===== src/msx_pkg.sv =====
// Constants shared by the system-extension register block.
// Assumes an 8-bit core that reaches these registers by byte and bit accesses.
package msx_pkg;
  // Register byte addresses on the internal register access.
  localparam logic [7:0] ADDR_POWER_CTRL = 8'h87;
  localparam logic [7:0] ADDR_AUX_CTRL = 8'h8E;
  localparam logic [7:0] ADDR_WDOG_CTRL = 8'h8F;
  localparam logic [7:0] ADDR_AUX_IRQ_CTRL = 8'hC0;
  localparam logic [7:0] ADDR_NIBBLE_PORT = 8'hD8;

  // Field positions of the added interrupt control register.
  localparam int IRQ_B_HIGH_PRIORITY = 7;
  localparam int IRQ_B_ENABLE = 6;
  localparam int IRQ_B_PENDING = 5;
  localparam int IRQ_B_EDGE_SELECT = 4;
  localparam int IRQ_A_HIGH_PRIORITY = 3;
  localparam int IRQ_A_ENABLE = 2;
  localparam int IRQ_A_PENDING = 1;
  localparam int IRQ_A_EDGE_SELECT = 0;

  // Field positions of the power control register.
  localparam int COLD_START_FLAG = 4;
  localparam int USER_FLAG_HI = 3;
  localparam int USER_FLAG_LO = 2;
  localparam int DEEP_SLEEP_REQUEST = 1;
  localparam int CPU_HALT_REQUEST = 0;

  // Field positions of the auxiliary and watchdog control registers.
  localparam int STROBE_SUPPRESS = 0;
  localparam int WDOG_RUN = 7;
  localparam int WDOG_KICK = 6;
  localparam int WDOG_RUN_IN_HALT = 5;
  localparam int WDOG_DIV_SEL_LSB = 0;

  // Nibble port pins that double as the added interrupt inputs.
  localparam int PIN_IRQ_A = 2;
  localparam int PIN_IRQ_B = 3;

  // Values after reset.
  localparam logic [7:0] RESET_CTRL = 8'h00;
  localparam logic [3:0] RESET_PORT = 4'hF;
  localparam logic [7:0] RESET_READ = 8'h00;

  // Vector addresses of the two added sources.
  localparam logic [7:0] VECTOR_IRQ_A = 8'h33;
  localparam logic [7:0] VECTOR_IRQ_B = 8'h3B;
  localparam logic [7:0] VECTOR_NONE = 8'h00;

  // Watchdog timing: oscillator periods per machine cycle and timer width.
  localparam int OSC_PER_MACHINE_CYCLE = 12;
  localparam logic [3:0] MC_LAST = 4'(OSC_PER_MACHINE_CYCLE - 1);
  localparam int WDOG_TIMER_BITS = 14;

  // Power modes, Gray coded along run, halt, sleep.
  typedef enum logic [1:0] {
    PWR_RUN = 2'b00,
    PWR_HALT = 2'b01,
    PWR_SLEEP = 2'b11
  } msx_power_type;
endpackage


===== src/msx_sfr.sv =====
// Added special-function registers: two extra interrupts, nibble port,
// strobe suppression, power control and the watchdog.
// Assumes the core drives register accesses synchronously on clk and acks service.
`timescale 1ns/1ps

module msx_sfr #(
  parameter int WDOG_BITS = msx_pkg::WDOG_TIMER_BITS
) (
  input wire logic clk,
  input wire logic nrst,
  input wire logic nPor,
  input wire logic [7:0] sfrAddr,
  input wire logic sfrWrEn,
  input wire logic [7:0] sfrWrData,
  input wire logic bitWrEn,
  input wire logic [7:0] bitAddr,
  input wire logic bitWrVal,
  input wire logic sfrRdEn,
  input wire logic sfrRmw,
  output logic [7:0] sfrRdData_q,
  output logic sfrRdHit_q,
  input wire logic [3:0] portPinIn,
  output logic [3:0] portPinOut_q,
  output logic [3:0] portPinOe_q,
  input wire logic irqAAck,
  input wire logic irqBAck,
  input wire logic coreIrqWake,
  output logic irqAReq_q,
  output logic irqBReq_q,
  output logic irqAHigh_q,
  output logic irqBHigh_q,
  output logic [7:0] irqVector_q,
  input wire logic aleRaw,
  input wire logic extAccess,
  output logic aleOut_q,
  output logic cpuHalt_q,
  output logic deepSleep_q,
  output logic wdogReset_q
);

  // Merges a byte or bit write into a register image.
  function automatic logic [7:0] fMerge(input logic [7:0] addr, input logic [7:0] old);
    logic [7:0] mask;
    logic [7:0] val;
    mask = 8'h00;
    val = {8{bitWrVal}};
    if (sfrWrEn && sfrAddr == addr) begin
      mask = 8'hFF;
      val = sfrWrData;
    end else if (bitWrEn && addr[2:0] == 3'h0 && bitAddr[7:3] == addr[7:3]) begin
      mask = 8'h01 << bitAddr[2:0];
    end
    return (old & ~mask) | (val & mask);
  endfunction

  // True when a byte or bit write touches the register.
  function automatic logic fTouch(input logic [7:0] addr);
    return (sfrWrEn && sfrAddr == addr) ||
      (bitWrEn && addr[2:0] == 3'h0 && bitAddr[7:3] == addr[7:3]);
  endfunction

  // Prescaler divide ratio for a select code.
  function automatic logic [8:0] fDivide(input logic [2:0] sel);
    case (sel)
      3'h0: return 9'h002;
      3'h2: return 9'h004;
      3'h1: return 9'h008;
      3'h3: return 9'h010;
      3'h4: return 9'h020;
      3'h5: return 9'h040;
      3'h6: return 9'h080;
      default: return 9'h100;
    endcase
  endfunction

  logic [3:0] pinMeta_q, pinSync_q, pinPrev_q, portLatch_q, mcCnt_q;
  logic [7:0] irqCtrl_q, auxCtrl_q, wdogCtrl_q, preCnt_q;
  logic [7:0] irqNext, wdogNext, pconNext, pconRead;
  logic [1:0] userFlags_q;
  logic [WDOG_BITS-1:0] wdCnt_q;
  msx_pkg::msx_power_type power_q;
  logic coldStart_q;
  logic fallA, fallB, mcTick, wdCount, preTick, kickNow, wake;

  // Pin synchroniser; only the second stage and beyond are looked at.
  always_ff @(posedge clk or negedge nrst) begin
    if (!nrst) begin
      pinMeta_q <= msx_pkg::RESET_PORT;
      pinSync_q <= msx_pkg::RESET_PORT;
      pinPrev_q <= msx_pkg::RESET_PORT;
    end else begin
      pinMeta_q <= portPinIn;
      pinSync_q <= pinMeta_q;
      pinPrev_q <= pinSync_q;
    end
  end

  assign fallA = pinPrev_q[msx_pkg::PIN_IRQ_A] && !pinSync_q[msx_pkg::PIN_IRQ_A];
  assign fallB = pinPrev_q[msx_pkg::PIN_IRQ_B] && !pinSync_q[msx_pkg::PIN_IRQ_B];
  // Pending flags: software write first, then service clear, then detection wins.
  always_comb begin
    irqNext = fMerge(msx_pkg::ADDR_AUX_IRQ_CTRL, irqCtrl_q);
    if (irqNext[msx_pkg::IRQ_A_EDGE_SELECT]) begin
      if (irqAAck) begin
        irqNext[msx_pkg::IRQ_A_PENDING] = 1'b0;
      end
      if (fallA) begin
        irqNext[msx_pkg::IRQ_A_PENDING] = 1'b1;
      end
    end else begin
      irqNext[msx_pkg::IRQ_A_PENDING] = !pinSync_q[msx_pkg::PIN_IRQ_A];
    end
    if (irqNext[msx_pkg::IRQ_B_EDGE_SELECT]) begin
      if (irqBAck) begin
        irqNext[msx_pkg::IRQ_B_PENDING] = 1'b0;
      end
      if (fallB) begin
        irqNext[msx_pkg::IRQ_B_PENDING] = 1'b1;
      end
    end else begin
      irqNext[msx_pkg::IRQ_B_PENDING] = !pinSync_q[msx_pkg::PIN_IRQ_B];
    end
  end

  always_ff @(posedge clk or negedge nrst) begin
    if (!nrst) begin
      irqCtrl_q <= msx_pkg::RESET_CTRL;
    end else begin
      irqCtrl_q <= irqNext;
    end
  end
  // Requests to the core, gated by enable, with priority level and vector.
  always_ff @(posedge clk or negedge nrst) begin
    if (!nrst) begin
      irqAReq_q <= 1'b0;
      irqBReq_q <= 1'b0;
      irqAHigh_q <= 1'b0;
      irqBHigh_q <= 1'b0;
      irqVector_q <= msx_pkg::VECTOR_NONE;
    end else begin
      irqAReq_q <= irqCtrl_q[msx_pkg::IRQ_A_PENDING] && irqCtrl_q[msx_pkg::IRQ_A_ENABLE];
      irqBReq_q <= irqCtrl_q[msx_pkg::IRQ_B_PENDING] && irqCtrl_q[msx_pkg::IRQ_B_ENABLE];
      irqAHigh_q <= irqCtrl_q[msx_pkg::IRQ_A_HIGH_PRIORITY];
      irqBHigh_q <= irqCtrl_q[msx_pkg::IRQ_B_HIGH_PRIORITY];
      irqVector_q <= (irqCtrl_q[msx_pkg::IRQ_A_PENDING] && irqCtrl_q[msx_pkg::IRQ_A_ENABLE]) ?
        msx_pkg::VECTOR_IRQ_A : (irqCtrl_q[msx_pkg::IRQ_B_PENDING] &&
        irqCtrl_q[msx_pkg::IRQ_B_ENABLE]) ? msx_pkg::VECTOR_IRQ_B : msx_pkg::VECTOR_NONE;
    end
  end

  // Quasi-bidirectional nibble port: a zero in the latch pulls the pin low.
  always_ff @(posedge clk or negedge nrst) begin
    if (!nrst) begin
      portLatch_q <= msx_pkg::RESET_PORT;
      portPinOut_q <= msx_pkg::RESET_PORT;
      portPinOe_q <= 4'h0;
    end else begin
      portLatch_q <= 4'(fMerge(msx_pkg::ADDR_NIBBLE_PORT, {4'hF, portLatch_q}));
      portPinOut_q <= portLatch_q;
      portPinOe_q <= ~portLatch_q;
    end
  end

  // Address strobe suppression, released during external accesses.
  always_ff @(posedge clk or negedge nrst) begin
    if (!nrst) begin
      auxCtrl_q <= msx_pkg::RESET_CTRL;
      aleOut_q <= 1'b0;
    end else begin
      auxCtrl_q <= fMerge(msx_pkg::ADDR_AUX_CTRL, auxCtrl_q);
      aleOut_q <= (auxCtrl_q[msx_pkg::STROBE_SUPPRESS] && !extAccess) ? 1'b0 : aleRaw;
    end
  end

  // Cold-start flag lives on the power-on reset only; the merge sits in a process
  // because the function also reads the bus strobes.
  always_comb begin
    pconNext = fMerge(msx_pkg::ADDR_POWER_CTRL, pconRead);
  end

  always_ff @(posedge clk or negedge nPor) begin
    if (!nPor) begin
      coldStart_q <= 1'b1;
    end else if (fTouch(msx_pkg::ADDR_POWER_CTRL)) begin
      coldStart_q <= pconNext[msx_pkg::COLD_START_FLAG];
    end
  end
  assign wake = coreIrqWake || irqAReq_q || irqBReq_q;
  // User flags and power mode; only a reset leaves sleep.
  always_ff @(posedge clk or negedge nrst) begin
    if (!nrst) begin
      userFlags_q <= 2'b00;
      power_q <= msx_pkg::PWR_RUN;
      cpuHalt_q <= 1'b0;
      deepSleep_q <= 1'b0;
    end else begin
      cpuHalt_q <= power_q == msx_pkg::PWR_HALT;
      deepSleep_q <= power_q == msx_pkg::PWR_SLEEP;
      userFlags_q <= pconNext[msx_pkg::USER_FLAG_HI:msx_pkg::USER_FLAG_LO];
      case (power_q)
        msx_pkg::PWR_RUN: begin
          if (fTouch(msx_pkg::ADDR_POWER_CTRL) && pconNext[msx_pkg::DEEP_SLEEP_REQUEST]) begin
            power_q <= msx_pkg::PWR_SLEEP;
          end else if (fTouch(msx_pkg::ADDR_POWER_CTRL) && pconNext[msx_pkg::CPU_HALT_REQUEST]) begin
            power_q <= msx_pkg::PWR_HALT;
          end
        end
        msx_pkg::PWR_HALT: begin
          if (wake) begin
            power_q <= msx_pkg::PWR_RUN;
          end
        end
        msx_pkg::PWR_SLEEP: begin
          power_q <= msx_pkg::PWR_SLEEP;
        end
        default: begin
          power_q <= msx_pkg::PWR_RUN;
        end
      endcase
    end
  end

  assign pconRead = {3'h0, coldStart_q, userFlags_q,
    power_q == msx_pkg::PWR_SLEEP, power_q == msx_pkg::PWR_HALT};

  // Machine-cycle divider feeding the watchdog prescaler.
  always_ff @(posedge clk or negedge nrst) begin
    if (!nrst) begin
      mcCnt_q <= 4'h0;
    end else begin
      mcCnt_q <= (mcCnt_q == msx_pkg::MC_LAST) ? 4'h0 : mcCnt_q + 4'h1;
    end
  end

  assign mcTick = mcCnt_q == msx_pkg::MC_LAST;
  assign kickNow = mcTick && wdogCtrl_q[msx_pkg::WDOG_KICK];
  assign wdCount = mcTick && power_q != msx_pkg::PWR_SLEEP &&
    !(power_q == msx_pkg::PWR_HALT && !wdogCtrl_q[msx_pkg::WDOG_RUN_IN_HALT]);
  assign preTick = wdCount &&
    ({1'b0, preCnt_q} == fDivide(wdogCtrl_q[2:0]) - 9'h001);

  // Watchdog control; the kick bit clears itself once its machine cycle arrives.
  always_comb begin
    wdogNext = wdogCtrl_q;
    if (kickNow) begin
      wdogNext[msx_pkg::WDOG_KICK] = 1'b0;
    end
    wdogNext = fMerge(msx_pkg::ADDR_WDOG_CTRL, wdogNext);
    wdogNext[4:3] = 2'b00;
  end

  always_ff @(posedge clk or negedge nrst) begin
    if (!nrst) begin
      wdogCtrl_q <= msx_pkg::RESET_CTRL;
    end else begin
      wdogCtrl_q <= wdogNext;
    end
  end

  // Prescaler and timer; overflow while enabled asks for a system reset.
  always_ff @(posedge clk or negedge nrst) begin
    if (!nrst) begin
      preCnt_q <= 8'h00;
      wdCnt_q <= '0;
      wdogReset_q <= 1'b0;
    end else begin
      wdogReset_q <= 1'b0;
      if (kickNow) begin
        preCnt_q <= 8'h00;
        wdCnt_q <= '0;
      end else if (preTick) begin
        preCnt_q <= 8'h00;
        wdCnt_q <= wdCnt_q + 1'b1;
        wdogReset_q <= (&wdCnt_q) && wdogCtrl_q[msx_pkg::WDOG_RUN];
      end else if (wdCount) begin
        preCnt_q <= preCnt_q + 8'h01;
      end
    end
  end

  // Read port; the read-modify-write form of the port returns the latch.
  always_ff @(posedge clk or negedge nrst) begin
    if (!nrst) begin
      sfrRdData_q <= msx_pkg::RESET_READ;
      sfrRdHit_q <= 1'b0;
    end else begin
      sfrRdHit_q <= 1'b0;
      sfrRdData_q <= msx_pkg::RESET_READ;
      if (sfrRdEn) begin
        sfrRdHit_q <= 1'b1;
        case (sfrAddr)
          msx_pkg::ADDR_POWER_CTRL: sfrRdData_q <= pconRead;
          msx_pkg::ADDR_AUX_CTRL: sfrRdData_q <= auxCtrl_q;
          msx_pkg::ADDR_WDOG_CTRL: sfrRdData_q <= wdogCtrl_q;
          msx_pkg::ADDR_AUX_IRQ_CTRL: sfrRdData_q <= irqCtrl_q;
          msx_pkg::ADDR_NIBBLE_PORT: begin
            sfrRdData_q <= {4'hF, sfrRmw ? portLatch_q : pinSync_q};
          end
          default: sfrRdHit_q <= 1'b0;
        endcase
      end
    end
  end
endmodule


===== config.mk =====
export PLATFORM = sky130hd
export DESIGN_NAME = msx_sfr
export DESIGN_NICKNAME = d
export VERILOG_FILES = /design/src/msx_pkg.sv /design/src/msx_sfr.sv
export SDC_FILE = /design/constraint.sdc
export NUM_CORES = 1
export LEC_CHECK = 0
export BUFFER_PORTS_ARGS = -buffer_cell sky130_fd_sc_hd__buf_2
export CORE_MARGIN = 2
export CORE_UTILIZATION = 55
export DETAILED_ROUTE_END_ITERATION = 6
export PLACE_DENSITY = 0.76
export SETUP_SLACK_MARGIN = 0.4
export SYNTH_ARGS = -nofsm -noshare
export SYNTH_HDL_FRONTEND = slang
export SYNTH_SLANG_ARGS = --single-unit

===== constraint.sdc =====
create_clock -name clk -period 3.8 [get_ports clk]
set_input_delay 0.38 -clock clk [delete_from_list [all_inputs] [get_ports clk]]
set_output_delay 0.38 -clock clk [all_outputs]
set_load 0.01 [all_outputs]

=== After elaboration in Yosys (flattened, before gate mapping) ===
Cells that the tools add are included.

* Input port bits: 41
* Word-level logic and storage cells: 146
* Output and inout bits: 33
* Flip-flop bits (word level): 100

* Mux-type cells: 40
* Eq/ne operators: 20
* Shift-type cells: 1
* Reduce and logical (&&, ||, !) cells: 34
* Add/sub/neg operators: 4
* Bitwise logic cells: 21

{| class="wikitable"
|+ Operators by type and width
! cell !! count
|-
| $mux W8 || 11
|-
| $pmux W9 S7 || 1
|-
| $and A8 B8 Y8 || 6
|-
| $eq A8 B8 Y1 const B || 5
|-
| $pmux W8 S5 || 1
|-
| $mux W14 || 2
|-
| $not A8 Y8 || 3
|-
| $or A8 B8 Y8 || 3
|-
| $logic_and A1 B1 Y1 || 20
|-
| $mux W4 || 5
|-
| $add A14 B1 Y14 const B || 1
|-
| $reduce_and A14 Y1 || 1
|-
| $mux W1 || 12
|-
| $mux W6 || 2
|-
| $and A5 B5 Y5 || 2
|-
| $eq A5 B5 Y1 const B || 2
|-
| $mux W5 || 2
|-
| $eq A3 B3 Y1 const B || 3
|-
| $eq A8 B9 Y1 || 1
|-
| $sub A9 B1 Y9 const B || 1
|-
| $add A8 B1 Y8 const B || 1
|-
| $and A4 B4 Y4 || 2
|-
| $not A4 Y4 || 2
|-
| $shl A1 B3 Y8 const A || 1
|-
| 22 further kinds || 30
|}

=== Logic depth before layout (Yosys ltp) ===
* Depth after elaboration: 10
* Depth in mapped cells: 12
* Mapped depth without buffers: 9

=== Worst setup path after synthesis ===
OpenSTA, ideal clock, no wires.

* Path kind: register to register
* From: reg with a tool-made name
* To: reg wdCnt_q[8]
* Path buffers: 1
* Data arrival time: 2.878 ns
* Stages on the path, launching flop included: 10
* Required time: 3.722 ns
* Library setup time: 0.078 ns
* Clock period less this slack: 2.956 ns
* Path slack: 0.844 ns
* Cell sequence: dfrtp_1 or3_1 ha_1 buf_2 or3b_1 o221a_2 o221a_2 or4_4 or4_1 a21oi_1

{| class="wikitable"
|+ RTL lines
! element !! line !! RTL
|-
| end signal, assigned || msx_sfr.sv:273 || <nowiki>wdCnt_q <= wdCnt_q + 1'b1;</nowiki>
|-
| end, declared || msx_sfr.sv:80 || <nowiki>logic [WDOG_BITS-1:0] wdCnt_q;</nowiki>
|}

==> impl_summary.log <==
[metrics] cell type contributing the most total cell area after synthesis: sky130_fd_sc_hd__dfrtp_1
[metrics] routed via count divided by cell count: 5.71
[metrics] clock root buffer master: sky130_fd_sc_hd__clkbuf_8
[metrics] outcome: complete, no violations
[metrics] setup repair after global routing missed its margin: no
[metrics] R2R setup slack: 560 ps
[metrics] per-cell routed wire length: 16.3 um
[metrics] Syn. warnings: 0
[metrics] prevailing post-synth register cell: sky130_fd_sc_hd__dfrtp_1
[metrics] Worst slew margin: 20.8%
[metrics] post-synthesis cell count: 433
[metrics] worst vdd ir: 0.224 mV
[metrics] portion of the clock cycle consumed by the worst path in the final layout: 85.3%
[metrics] Hold Fails Final Rpt: 0
[metrics] hold path startpoint: portPinIn[3]
[metrics] Core ar.: 8090 sq um
[metrics] count leader, synth: sky130_fd_sc_hd__dfrtp_1
[metrics] Setup violations, final: 0
[metrics] final critical delay including setup and external delays: 3240 ps
[metrics] global-route usage over all layers: 23.9%
[metrics] wire length after detailed routing: 9900 um
[metrics] TritonCTS clock tree: done
[metrics] worst endpoint data arrival time: 3530 ps
[metrics] latest clock arrival within the worst-skew pair: 370 ps
[metrics] fraction of layout instances using a drive strength above 1: 27.8%
[metrics] Final Power: 2070 uW
[metrics] worst-path fanout max: 12
[metrics] share of flip-flops with an asynchronous set or reset after synthesis: 100%
[metrics] kind of start point of the critical path: flip-flop
[metrics] Yosys top cell area share: 41.4%
[metrics] largest net degree at the start of global routing: 86
[metrics] detailed-router iteration count before antenna repair: 5
[metrics] Worst EP required: 4080 ps
[metrics] signed area change from the synthesized netlist to the final layout: 12.9%
[metrics] number of synthesized flops with an enable pin: 0
[metrics] Fill cells: 660
[metrics] Max Cap Viol: 0
[metrics] Worst-Margin Slew: 1180 ps
[metrics] class of the tightest hold or removal check: input port to flip-flop
[metrics] number of diodes: 0
[metrics] number of antenna violations at the first check in global routing: 0
[metrics] number of design rule violations left after detail routing: 0
[metrics] Core Rows: 33
[metrics] first-pass GRT wire length: 16500 um
[metrics] vertical extent of the die: 94.8 um
[metrics] setup clock skew after layout: 15.5 ps
[metrics] Die Footprint: 8990 sq um
[metrics] distinct cell type count of the synthesized netlist: 57
[metrics] classification of the worst setup path: flip-flop to flip-flop
[metrics] number of placed I/O pins: 74
[metrics] Detail Route Antenna Nets: 0
[metrics] aggregate global routing overflow: 0
[metrics] starting density of the core: 56.0%
[metrics] leakage power summed over all cells: 0.00240 uW
[metrics] number of sinks on the clock net: 94
[metrics] sequential element share of the synthesized area: 52.4%
[metrics] number of global-route vias before repair: 3377
[metrics] final weighted congestion in routability-driven placement: 0.864
[metrics] total power divided by cell area: 404 nW/um^2
[metrics] post-DP HPWL: 7260 um
[metrics] post-synthesis register bit count: 94
[metrics] timing-limited maximum frequency: 309 MHz
[metrics] number of input and output port buffers inserted: 70
[metrics] Final Slew Violations: 0
[metrics] cell area after technology mapping: 4540 sq um
[metrics] total number of H-tree levels: 3
[metrics] TritonCTS buffer count: 9
[metrics] Synth area leaders: sky130_fd_sc_hd__dfrtp_1 (41%), sky130_fd_sc_hd__dfstp_2 (11%), sky130_fd_sc_hd__mux2i_1 (4.9%)
[metrics] type of element capturing the critical path: flip-flop
[metrics] CTS clock-pin slew for the worst setup and hold paths: 100 ps
[metrics] DR vias: 3478
[metrics] total negative slack: 0 ps
[metrics] Iteration-0 DRC Markers: 201
[metrics] worst-case clock buffer depth: 2
[metrics] commonest cells in the synthesized netlist: sky130_fd_sc_hd__dfrtp_1 (75), sky130_fd_sc_hd__nor2_1 (43), sky130_fd_sc_hd__nand2_1 (35), sky130_fd_sc_hd__mux2i_1 (22)
[metrics] Syn Area/Cell: 10.5 sq um
[metrics] die boundary width: 94.8 um
[metrics] Total Nets Final: 547
==> worst max-delay path: stages, from the launching register on <==
cell and delay [ps]:
sky130_fd_sc_hd__dfrtp_1 510, sky130_fd_sc_hd__or3_1 440, sky130_fd_sc_hd__ha_1 320, sky130_fd_sc_hd__or3b_1 370, sky130_fd_sc_hd__o221a_2 120, sky130_fd_sc_hd__o221a_2 300, sky130_fd_sc_hd__or4_4 530, sky130_fd_sc_hd__or4_1 410
sky130_fd_sc_hd__a21oi_1 150
==> report_power, final <==
group          switching (uW)  total, uW  internal, uW
sequential               64.2       1150          1090
combinational             167        300           133
clock                     375        621           246
==> timing repair <==
action,4_1_cts,5_1_grt
buffers inserted,0,0
gates resized for setup,0,1
setup endpoints to repair,0,1
hold endpoints to repair,1,0
hold buffers,1,0
==> area by class of cell <==
type / count / area, sq um / share of cell area [%]
well taps: 105 / 131 / 2.56
clock buffers: 9 / 124 / 2.42
clock inverters: 7 / 55.1 / 1.07
multi-input cells: 303 / 1990 / 38.9
inverters: 19 / 71.3 / 1.39
repair buffers: 72 / 370 / 7.23
flip-flops and latches: 94 / 2380 / 46.4
==> final timing paths <==
| check | end | depth (start not counted) |
|---|---|---|
| worst max register to register | wdCnt_q[8] | 8 |
| worst min register to register | pinSync_q[3] | 0 |
| min in group asynchronous | portPinOe_q[0] | 1 |
| max in group asynchronous | cpuHalt_q | 2 |
| worst max-delay path | wdCnt_q[8] | 8 |
| worst min-delay path | pinMeta_q[3] | 1 |
==> routing by layer <==
layer / wire [um] / track usage, %
met1: 4550 / 32.8
met5: 0 / 0
met4: 180 / 8.94
met2: 4780 / 38.8
met3: 379 / 3.43
==> metrics by stage <==
step / std cells / instance area, sq um / util (%) / hold slack, ps / setup slack, ps
after floorplan: 435 / 4540 / - / 84.4 / 844
after global placement: 592 / 4930 / 60.9 / 314 / 631
after detailed placement: 592 / 4930 / 60.9 / 317 / 572
after CTS: 609 / 5120 / 63.3 / 80.4 / 543
after global routing: 609 / 5120 / 63.3 / 72.3 / 415
final: 609 / 5120 / 63.3 / 89.9 / 559
==> cells by family after synthesis <==
kind of cell             after synthesis  share of synthesized area (%)
adder cells (fa/ha/maj)                7                           1.93
AND/OR/NAND/NOR                      162                           18.4
multiplexers                          41                           9.57
XOR/XNOR                              13                           2.51
AO/OA/AOI/OAI                         77                           11.3
buffers and inverters                 38                           3.83
flip-flops                            94                           52.4
other                                  1                         0.0827
==> layout by cell type, fill, tap and decap left out, drive strengths merged, types with 5 or more instances in the layout <==
| cell | n |
|---|---|
| a21oi | 19 |
| and2 | 5 |
| buf | 71 |
| clkbuf | 9 |
| dfrtp | 75 |
| dfstp | 19 |
| ha | 7 |
| inv | 22 |
| mux2 | 19 |
| mux2i | 22 |
| nand2 | 35 |
| nand2b | 5 |
| nand3 | 18 |
| nor2 | 43 |
| nor2b | 6 |
| nor3 | 12 |
| o21ai | 19 |
| o22ai | 5 |
| o31ai | 5 |
| or3 | 13 |
| xnor2 | 9 |
(Power assumes the default switching activity.)
